## src/rtl/rcso_pkg.sv

```systemverilog
// constants, carriers and state layout of the completion stream framer
package rcso_pkg;

    // lane geometry of the widest bus and of the internal staging window
    localparam int          RCSO_MAX_LANES    = 8;
    localparam int          RCSO_SLOTS        = 32;
    localparam int          RCSO_DESC_DWORDS  = 3;
    localparam logic [5:0]  RCSO_SLOT_LANE    = 6'h04;
    localparam logic [2:0]  RCSO_SLOT_LAST    = 3'h3;

    // apb register map, byte addresses
    localparam logic [7:0]  RCSO_CTRL_OFS     = 8'h00;
    localparam logic [7:0]  RCSO_STAT_OFS     = 8'h04;
    localparam logic [7:0]  RCSO_PCNT_OFS     = 8'h08;

    // field positions
    localparam int          RCSO_CTRL_AA      = 0;
    localparam int          RCSO_CTRL_STRAD   = 1;
    localparam int          RCSO_STAT_FATAL   = 2;
    localparam int          RCSO_STAT_BUSY    = 3;

    // values after reset
    localparam logic [1:0]  RCSO_CTRL_RST     = 2'h0;
    localparam logic [15:0] RCSO_PCNT_RST     = 16'h0000;

    // phase of the staging window: normal flow, or lane 4 held open
    typedef enum logic [0:0] {
        RCSO_PH_FLOW = 1'b0,
        RCSO_PH_SLOT = 1'b1
    } rcso_phase_t;

    // one dword lane in the staging window
    typedef struct packed {
        logic [31:0] data;
        logic [3:0]  be;
        logic        keep;
        logic        start;
        logic        endm;
        logic        disc;
    } rcso_ent_t;

    // sideband carried beside every output beat
    typedef struct packed {
        logic [31:0] byte_en;
        logic        first_start_flag;
        logic        second_start_flag;
        logic [3:0]  first_end_field;
        logic [3:0]  second_end_field;
        logic        discontinue;
    } rcso_sband_t;

    // whole state of the framer
    typedef struct packed {
        rcso_ent_t [RCSO_SLOTS-1:0]     slots;
        logic [5:0]                     fill;
        rcso_phase_t                    phase;
        logic                           in_pkt;
        logic                           src_rdy;
        logic [1:0]                     ctrl;
        logic [1:0]                     cfg;
        logic                           fatal;
        logic [15:0]                    pkt_cnt;
        logic [RCSO_MAX_LANES*32-1:0]   o_data;
        logic [RCSO_MAX_LANES-1:0]      o_keep;
        logic                           o_last;
        logic                           o_valid;
        rcso_sband_t                    o_sb;
        logic [31:0]                    prdata;
        logic                           pready;
        logic                           pslverr;
    } rcso_state_t;

endpackage

```

## src/rtl/rcso_framer.sv

```systemverilog
// requester completion stream framer: staging window, beat builder, apb registers
// Function
// valid stays high on every beat from packet start until its last beat is taken
// a stalled beat is held unchanged until ready returns
// one keep bit per dword, contiguous from descriptor to last payload dword, pads included
// keep bits clear only on the final beat of a short packet
// last is high exactly on each packet's final beat without straddle
// first start flag marks the descriptor beat of every packet
// byte enables mark payload bytes only, never descriptor or pad bytes
// byte enables pass through contiguous; short payloads may be sparse
// zero-length read completion carries one dword with byte enables all zero
// receiver ignores second start and end fields unless straddling
// address-aligned payload begins on the beat after the descriptor
// address-aligned first payload dword sits at the request's dword offset
// straddle starts a second packet only after one ended at dword 0..3
// straddle only allowed in dword-aligned mode
// straddling forces keep all ones and last low
// straddle first start flag: packet at lane 0, or lane 16 after an end
// second start flag for two starts, only after an end before byte 16
// first end field: flag bit 0, last dword offset, 0..3 if two end
// second end field: flag bit 0, last dword offset 6 or 7
// second start implies first start; second end implies first end
// discontinue on the final beat of a data completion with a memory error
// receiver discards a whole packet flagged with discontinue
// no second start in a beat carrying discontinue; the code only blocks it when the first packet of the beat is the aborted one
// dword-aligned packet is three descriptor dwords then payload dwords
// width, alignment mode and straddle change only while idle
//
// The register addresses and the APB slave port were chosen for this implementation.
`timescale 1ns/1ns
`default_nettype none

module rcso_framer
    import rcso_pkg::*;
#(
    parameter int LANES = 8
) (
    input  wire logic                  clock_i,
    input  wire logic                  rstn_i,
    // apb slave
    input  wire logic                  psel_i,
    input  wire logic                  penable_i,
    input  wire logic                  pwrite_i,
    input  wire logic [7:0]            paddr_i,
    input  wire logic [31:0]           pwdata_i,
    output logic      [31:0]           prdata_o,
    output logic                       pready_o,
    output logic                       pslverr_o,
    // completion source: descriptor beat, then payload beats packed from lane 0
    input  wire logic                  src_valid_i,
    output logic                       src_ready_o,
    input  wire logic [LANES*32-1:0]   src_data_i,
    input  wire logic [LANES*4-1:0]    src_be_i,
    input  wire logic [3:0]            src_cnt_i,
    input  wire logic                  src_sop_i,
    input  wire logic                  src_eop_i,
    input  wire logic                  src_err_i,
    input  wire logic [2:0]            src_off_i,
    // completion stream to user logic
    output logic                       cpl_out_valid_o,
    input  wire logic                  cpl_out_ready_i,
    output logic      [LANES*32-1:0]   cpl_out_data_o,
    output logic      [LANES-1:0]      cpl_out_dword_keep_o,
    output logic                       cpl_out_last_o,
    output rcso_sband_t                cpl_out_sideband_o,
    output logic                       fatal_o
);

    // lane-count constants
    localparam logic [5:0]  L6       = 6'(LANES);
    localparam logic [5:0]  LMASK    = 6'(LANES - 1);
    localparam logic [7:0]  KEEP_ALL = 8'((1 << LANES) - 1);
    localparam logic [5:0]  TWO_L    = 6'(2 * LANES);

    logic [1:0]  rst_sync_q;
    logic        rstn_s;
    rcso_state_t s_q;
    rcso_state_t s_d;

    // reset release through two flops; only the second is read
    always_ff @(posedge clock_i or negedge rstn_i) begin
        if (!rstn_i) begin
            rst_sync_q <= 2'h0;
        end else begin
            rst_sync_q <= {rst_sync_q[0], 1'b1};
        end
    end

    assign rstn_s = rst_sync_q[1];

    // next-state helpers
    logic        apb_acc;
    logic        out_free;
    logic        emit;
    logic        take;
    logic        strad;
    logic        aa;
    logic        disc_in;
    logic        idle;
    logic        padk;
    logic [5:0]  fp;
    logic [5:0]  wr_end;
    logic [5:0]  nf;
    logic [5:0]  off_l;
    rcso_ent_t   e;

    assign aa    = s_q.cfg[RCSO_CTRL_AA];
    assign strad = s_q.cfg[RCSO_CTRL_STRAD];

    // next state of the whole framer
    always_comb begin
        s_d      = s_q;
        apb_acc  = psel_i & penable_i;
        out_free = !s_q.o_valid | cpl_out_ready_i;
        emit     = out_free & (s_q.fill >= L6);
        take     = src_valid_i & s_q.src_rdy;
        fp       = emit ? s_q.fill - L6 : s_q.fill;
        wr_end   = take ? fp + 6'(src_cnt_i) : fp;
        off_l    = 6'(src_off_i) & LMASK;
        disc_in  = take & src_eop_i & !src_sop_i & src_err_i;
        idle     = (s_q.fill == 6'h00) & !s_q.o_valid & !s_q.in_pkt;
        nf       = wr_end;
        padk     = 1'b1;
        e        = '0;

        // apb: answer one cycle after the access phase opens
        s_d.pready  = 1'b0;
        s_d.pslverr = 1'b0;
        if (apb_acc & !s_q.pready) begin
            s_d.pready = 1'b1;
            unique case (paddr_i)
                RCSO_CTRL_OFS: s_d.prdata = {30'h0, s_q.ctrl};
                RCSO_STAT_OFS: s_d.prdata = {28'h0, !idle, s_q.fatal, s_q.cfg};
                RCSO_PCNT_OFS: s_d.prdata = {16'h0, s_q.pkt_cnt};
                default: begin
                    s_d.prdata  = 32'h0;
                    s_d.pslverr = 1'b1;
                end
            endcase
        end

        // writes land on the edge that completes the transfer
        if (apb_acc & s_q.pready & pwrite_i) begin
            if (paddr_i == RCSO_CTRL_OFS) begin
                s_d.ctrl = pwdata_i[1:0];
            end
            if (paddr_i == RCSO_STAT_OFS && pwdata_i[RCSO_STAT_FATAL]) begin
                s_d.fatal = 1'b0;
            end
        end
        // a memory error latches fatal
        if (disc_in) begin
            s_d.fatal = 1'b1; // set after clear, so a new error is never lost
        end

        // configuration only follows the register while nothing is in flight
        if (idle && !take && s_q.phase == RCSO_PH_FLOW) begin
            s_d.cfg[RCSO_CTRL_AA]    = s_q.ctrl[RCSO_CTRL_AA];
            s_d.cfg[RCSO_CTRL_STRAD] = s_q.ctrl[RCSO_CTRL_STRAD]
                                       & !s_q.ctrl[RCSO_CTRL_AA] & (LANES == 8);
        end

        // where the write pointer ends up after this source beat
        if (take) begin
            if (src_eop_i) begin
                padk = 1'b0; // trailing pads of a final beat are not kept
                if (strad && !disc_in && wr_end <= RCSO_SLOT_LANE) begin
                    nf        = RCSO_SLOT_LANE;
                    s_d.phase = RCSO_PH_SLOT;
                end else begin
                    nf        = (wr_end + LMASK) & ~LMASK;
                    s_d.phase = RCSO_PH_FLOW;
                end
            end else begin
                s_d.phase = RCSO_PH_FLOW;
                if (src_sop_i && aa) begin
                    nf = ((wr_end + LMASK) & ~LMASK) + off_l;
                end
            end
        end else if (s_q.phase == RCSO_PH_SLOT) begin
            // no packet ready to share the beat: close it
            padk      = 1'b0;
            nf        = L6;
            s_d.phase = RCSO_PH_FLOW;
        end

        // staging window: drop the emitted beat, append source dwords, then pads
        for (int i = 0; i < RCSO_SLOTS; i++) begin
            if (!emit) begin
                s_d.slots[i] = s_q.slots[i];
            end else if (i + LANES < RCSO_SLOTS) begin
                s_d.slots[i] = s_q.slots[i + LANES];
            end else begin
                s_d.slots[i] = '0;
            end
            if (take && 6'(i) >= fp && 6'(i) < wr_end) begin
                s_d.slots[i].data  = src_data_i[(i - int'(fp))*32 +: 32];
                s_d.slots[i].be    = src_sop_i ? 4'h0
                                               : src_be_i[(i - int'(fp))*4 +: 4];
                s_d.slots[i].keep  = 1'b1;
                s_d.slots[i].start = src_sop_i & (6'(i) == fp);
                s_d.slots[i].endm  = src_eop_i & (6'(i) == wr_end - 6'h01);
                s_d.slots[i].disc  = disc_in & (6'(i) == wr_end - 6'h01);
            end else if (6'(i) >= wr_end && 6'(i) < nf) begin
                s_d.slots[i]      = '0;
                s_d.slots[i].keep = padk; // null pads inside a packet stay kept
            end
        end
        s_d.fill    = nf;
        s_d.src_rdy = (nf <= TWO_L);

        // packet open flag and completion count
        if (take & src_sop_i & !src_eop_i) begin
            s_d.in_pkt = 1'b1;
        end else if (take & src_eop_i) begin
            s_d.in_pkt = 1'b0;
        end
        if (take & src_eop_i) begin
            s_d.pkt_cnt = s_q.pkt_cnt + 16'h0001;
        end

        // output stage: the beat stands until it is taken
        if (s_q.o_valid & cpl_out_ready_i) begin
            s_d.o_valid = 1'b0;
        end
        if (emit) begin
            s_d.o_valid = 1'b1; // full rate source keeps beats back to back
            s_d.o_data  = '0;
            s_d.o_keep  = '0;
            s_d.o_last  = 1'b0;
            s_d.o_sb    = '0;
            for (int i = 0; i < LANES; i++) begin
                e = s_q.slots[i];
                s_d.o_data[i*32 +: 32]     = e.data;
                s_d.o_keep[i]              = e.keep;
                s_d.o_sb.byte_en[i*4 +: 4] = e.be;
                s_d.o_sb.discontinue       = s_d.o_sb.discontinue | e.disc;
                if (e.start) begin
                    if (s_d.o_sb.first_start_flag) begin
                        s_d.o_sb.second_start_flag = strad;
                    end else begin
                        s_d.o_sb.first_start_flag = 1'b1;
                    end
                end
                if (e.endm) begin
                    s_d.o_last = 1'b1;
                    if (s_d.o_sb.first_end_field[0]) begin
                        s_d.o_sb.second_end_field = {3'(i), strad};
                    end else begin
                        s_d.o_sb.first_end_field = {3'(i), strad};
                    end
                end
            end
            if (strad) begin
                s_d.o_keep = KEEP_ALL;
                s_d.o_last = 1'b0;
            end else begin
                s_d.o_sb.first_end_field  = 4'h0; // unused fields held at zero
                s_d.o_sb.second_end_field = 4'h0;
            end
        end
    end

    // single state register
    always_ff @(posedge clock_i or negedge rstn_s) begin
        if (!rstn_s) begin
            s_q         <= '0;
            s_q.phase   <= RCSO_PH_FLOW;
            s_q.src_rdy <= 1'b1;
            s_q.ctrl    <= RCSO_CTRL_RST;
            s_q.cfg     <= RCSO_CTRL_RST;
            s_q.pkt_cnt <= RCSO_PCNT_RST;
        end else begin
            s_q <= s_d;
        end
    end

    // outputs straight from the state register
    assign prdata_o             = s_q.prdata;
    assign pready_o             = s_q.pready;
    assign pslverr_o            = s_q.pslverr;
    assign src_ready_o          = s_q.src_rdy;
    assign cpl_out_valid_o      = s_q.o_valid;
    assign cpl_out_data_o       = s_q.o_data[LANES*32-1:0];
    assign cpl_out_dword_keep_o = s_q.o_keep[LANES-1:0];
    assign cpl_out_last_o       = s_q.o_last;
    assign cpl_out_sideband_o   = s_q.o_sb;
    assign fatal_o              = s_q.fatal;

    // helper: inside a non-straddled packet between its first and last beat
    logic opkt_q;
    always_ff @(posedge clock_i or negedge rstn_s) begin
        if (!rstn_s) begin
            opkt_q <= 1'b0;
        end else if (s_q.o_valid & cpl_out_ready_i & !strad) begin
            opkt_q <= !s_q.o_last;
        end
    end
endmodule // rcso_framer

`default_nettype wire

```

## config.mk

```make
export PLATFORM = sky130hd
export DESIGN_NAME = rcso_framer
export DESIGN_NICKNAME = d
export VERILOG_FILES = /design/src/rtl/rcso_pkg.sv /design/src/rtl/rcso_framer.sv
export SDC_FILE = /design/constraint.sdc
export NUM_CORES = 2
export LEC_CHECK = 0
export BUFFER_PORTS_ARGS = -buffer_cell sky130_fd_sc_hd__buf_2
export CAP_MARGIN = 20
export CORE_MARGIN = 2
export CORE_UTILIZATION = 45
export CTS_BUF_LIST = sky130_fd_sc_hd__clkbuf_4
export DETAILED_ROUTE_END_ITERATION = 8
export GPL_TIMING_DRIVEN = 0
export SLEW_MARGIN = 25
export SYNTH_ARGS = -nofsm -noshare
export SYNTH_HDL_FRONTEND = slang
export SYNTH_SLANG_ARGS = --single-unit
```

## constraint.sdc

```tcl
create_clock -name clock_i -period 76.3 [get_ports clock_i]
set_clock_uncertainty 0.05 [all_clocks]
set_input_delay 11.445 -clock clock_i [delete_from_list [all_inputs] [get_ports clock_i]]
set_output_delay 11.445 -clock clock_i [all_outputs]
set_load 0.05 [all_outputs]
```

==> results.sh <==
export IMPL_ant_nets=0
export IMPL_rows=160
export IMPL_critPathCaptureType="register"
export IMPL_synth_seq_cells=1639
export IMPL_cts_hold_buf=0
export IMPL_antenna_found_initial=117
export IMPL_synth_area_leaders="dfrtp_1, mux4_2, nand2_1"
export IMPL_path_cells="buf_2, nor2b_1, xnor2_1, nor2_2, clkbuf_2, ha_1, nand2_1, o21a_1, nor3_1, nand2_1, a2111oi_2, o21ai_2, o21ai_1, nand3_1, clkbuf_1, a2bb2oi_1"
export IMPL_hold_class="register to async pin"
export IMPL_layout_drive_gt1_share_pct=24.7
export IMPL_grt_start_max_net_pins=57
export IMPL_cts_root_buf="clkbuf_4"
export IMPL_period_needed_ns=18.33
export IMPL_dp_hpwl_um=347000
export IMPL_cts_setup_buffers=0
export IMPL_crit_top_cell="nand2_1"
export IMPL_multi_input_area_mm2=0.0407
export IMPL_max_slew_margin_rel_pct=10.2
export IMPL_detail_route_wl_per_cell_um=34.1
export IMPL_path_clk_slew_ns=0.07
export IMPL_syn_area_mm2=0.0863
export IMPL_setup_viol=0
export IMPL_regArea_mm2=0.0410
export IMPL_synth_most_common_cell="dfrtp_1"
export IMPL_ys_seq_area_share_pct=47.5
export IMPL_post_route_period_util_pct=24.0
export IMPL_regToRegSetupSlack_ns=65.06
export IMPL_grt_overflow=0
export IMPL_fmax_mhz=54.6
export IMPL_first_pass_iters=6
export IMPL_cts_tree="yes"
export IMPL_status="finished clean"
export IMPL_slew_viol_final=0
export IMPL_syn_to_final_growth_pct=17.8
export IMPL_ys_async_sr_fraction_pct=100
export IMPL_critPathSlowestCell="nor2_2"
export IMPL_start_util_pct=45.3
export IMPL_cts_made_buffers=461
export IMPL_grt_pass1_wl_um=603000
export IMPL_grt_pass1_vias=79600
export IMPL_synth_top_cells_by_count="dfrtp_1, nand2_1, nor2_1"
export IMPL_rsz0062_at_grt="no"
export IMPL_critPathLaunch="cpl_out_ready_i"
export IMPL_vias=81000
export IMPL_cts_max_path_buffers=4
export IMPL_synth_top_area_share_pct=47.5
export IMPL_cp_max_fo=17
export IMPL_insertion_delay_ns=1.47
export IMPL_fp_coreArea_mm2=0.190
export IMPL_avgSynthCellArea_um2=9.99
export IMPL_drc=0
export IMPL_ios=690
export IMPL_die_x_um=442
export IMPL_cp_arrival_ns=19.49
export IMPL_ys_types=97
export IMPL_place_congestion=1.10
export IMPL_synthFlopType="dfrtp_1"
export IMPL_final_nets=10200
export IMPL_cp_start_kind="primary input"
export IMPL_critPathRequiredTime_ns=77.46
export IMPL_worst_slew_pin_slew_ns=1.31
export IMPL_r2r_end="s_q[489]"
export IMPL_yosys_area_top_type="dfrtp_1"
export IMPL_tns_ns=0
export IMPL_grtUsageTotal_pct=43.8
export IMPL_slowest_delay_ns=0.96
export IMPL_vias_per_cell=6.33
export IMPL_die_area_mm2=0.195
export IMPL_regToRegStartpoint="s_q[369]"
export IMPL_path_class="primary input to register"
export IMPL_max_cap_violations=0
export IMPL_yosysWarnings=0
export IMPL_cp_endpoint="s_q[489]"
export IMPL_numPortBuffers=643
export IMPL_synth_edf_count=0
export IMPL_cts_sinks=1639
export IMPL_drt_iter0_markers=9610
export IMPL_htreeDepth=5
export IMPL_synth_cells=8636
export IMPL_wirelength_um=436000
export IMPL_cts_resized=0
export IMPL_die_h_um=442
export IMPL_reg2reg_depth=19
export IMPL_fillCellCount=17700
export IMPL_hold_violations=0
-- registers in the layout (all words and copies together) (netlist names) --
register              cells
pslverr_o                 1
fatal_o                   1
cpl_out_sideband_o       43
aa                        1
pready_o                  1
cpl_out_dword_keep_o      8
src_ready_o               1
cpl_out_last_o            1
s_q                    1307
cpl_out_valid_o           1
cpl_out_data_o          256
prdata_o                 16
rst_sync_q                2
-- critical path, delay by kind of cell --
family	cells	cell delay (ns)
and+or+nand+nor	6	3.49
xor gates and xnor gates	1	0.18
adders and majority gates	1	0.26
AOI/OAI and AO/OA	5	2.74
buffers and inverters	3	1.32
-- worst min path at each step --
stage / end / slack, ns / cells after the start
after floorplan: rst_sync_q[1] / 0.28 / 0
after global placement: rst_sync_q[1] / 0.29 / 0
after detailed placement: cpl_out_data_o[167] / 0.21 / 0
after CTS: cpl_out_data_o[167] / 0.22 / 0
after global routing: cpl_out_data_o[165] / 0.24 / 0
final: cpl_out_data_o[165] / 0.21 / 0
-- logic make-up after synthesis --
logic type | count (synthesis) | share of synthesized area (%)
compound gates | 2500 | 20.7
buf+inv | 1106 | 6.44
mux | 636 | 11.6
fa+ha+maj | 32 | 0.464
xor+xnor | 48 | 0.512
flops | 1639 | 47.5
other cells | 2 | 0.00870
simple gates | 2673 | 12.7
-- cells in the final DEF (no fill, tap or decap), types with 44 or more instances in the layout --
cell type / synthesis / layout
mux4_2: 288 / 288
buf_2: 67 / 732
a22o_1: 64 / 64
clkbuf_2: 4 / 84
o22a_1: 127 / 127
buf_16: 0 / 44
o22ai_1: 487 / 487
clkbuf_4: 0 / 680
dfrtp_1: 1638 / 1637
a2bb2oi_1: 189 / 189
nand3_1: 81 / 81
clkbuf_1: 582 / 503
o221ai_1: 74 / 74
mux2i_1: 308 / 180
o2bb2ai_1: 143 / 142
or2_2: 44 / 44
buf_4: 342 / 345
diode_2: 0 / 100
nand2_1: 1340 / 1340
a21oi_1: 126 / 124
nor2_1: 891 / 888
nor3_1: 87 / 84
o211a_1: 63 / 63
o21a_1: 463 / 463
clkinv_1: 1 / 88
o21ai_0: 434 / 434
o32ai_1: 77 / 77
mux2i_2: 0 / 89
nand2b_1: 77 / 77
o211ai_1: 81 / 81
-- layer usage --
layer,global-route usage [%],routed length (um)
met1,54.0,164000
met2,62.4,183000
met3,15.1,48600
met4,35.2,40200
met5,0,91
-- metrics by stage --
step                      setup slack, ns  utilization, %  hold WS, ns  cells  instance area, um2
final                               57.97            53.4        0.209  12800              102000
after global routing                58.46            53.4        0.239  12800              102000
after CTS                           58.62            53.2        0.220  12700              101000
after detailed placement            57.19            50.2        0.211  11900               95700
after global placement               7.36            48.7        0.288  11800               92700
after floorplan                     27.18               -        0.281   8651               86400
-- final cells by class --
type                            count  share of cell area [%]
Clock inverter                    109                   0.566
Inverter                           45                   0.166
Antenna cell                      100                   0.246
Clock buffer                      680                    5.02
Buffer                           1061                    5.43
Multi-Input combinational cell   5906                    40.1
Timing Repair Buffer              742                    5.09
Tap cell                         2511                    3.09
Sequential cell                  1639                    40.3
Power is left out: the tool's default activity adds up to more than one toggle a clock period on the data nets, which glitch-free logic cannot reach.
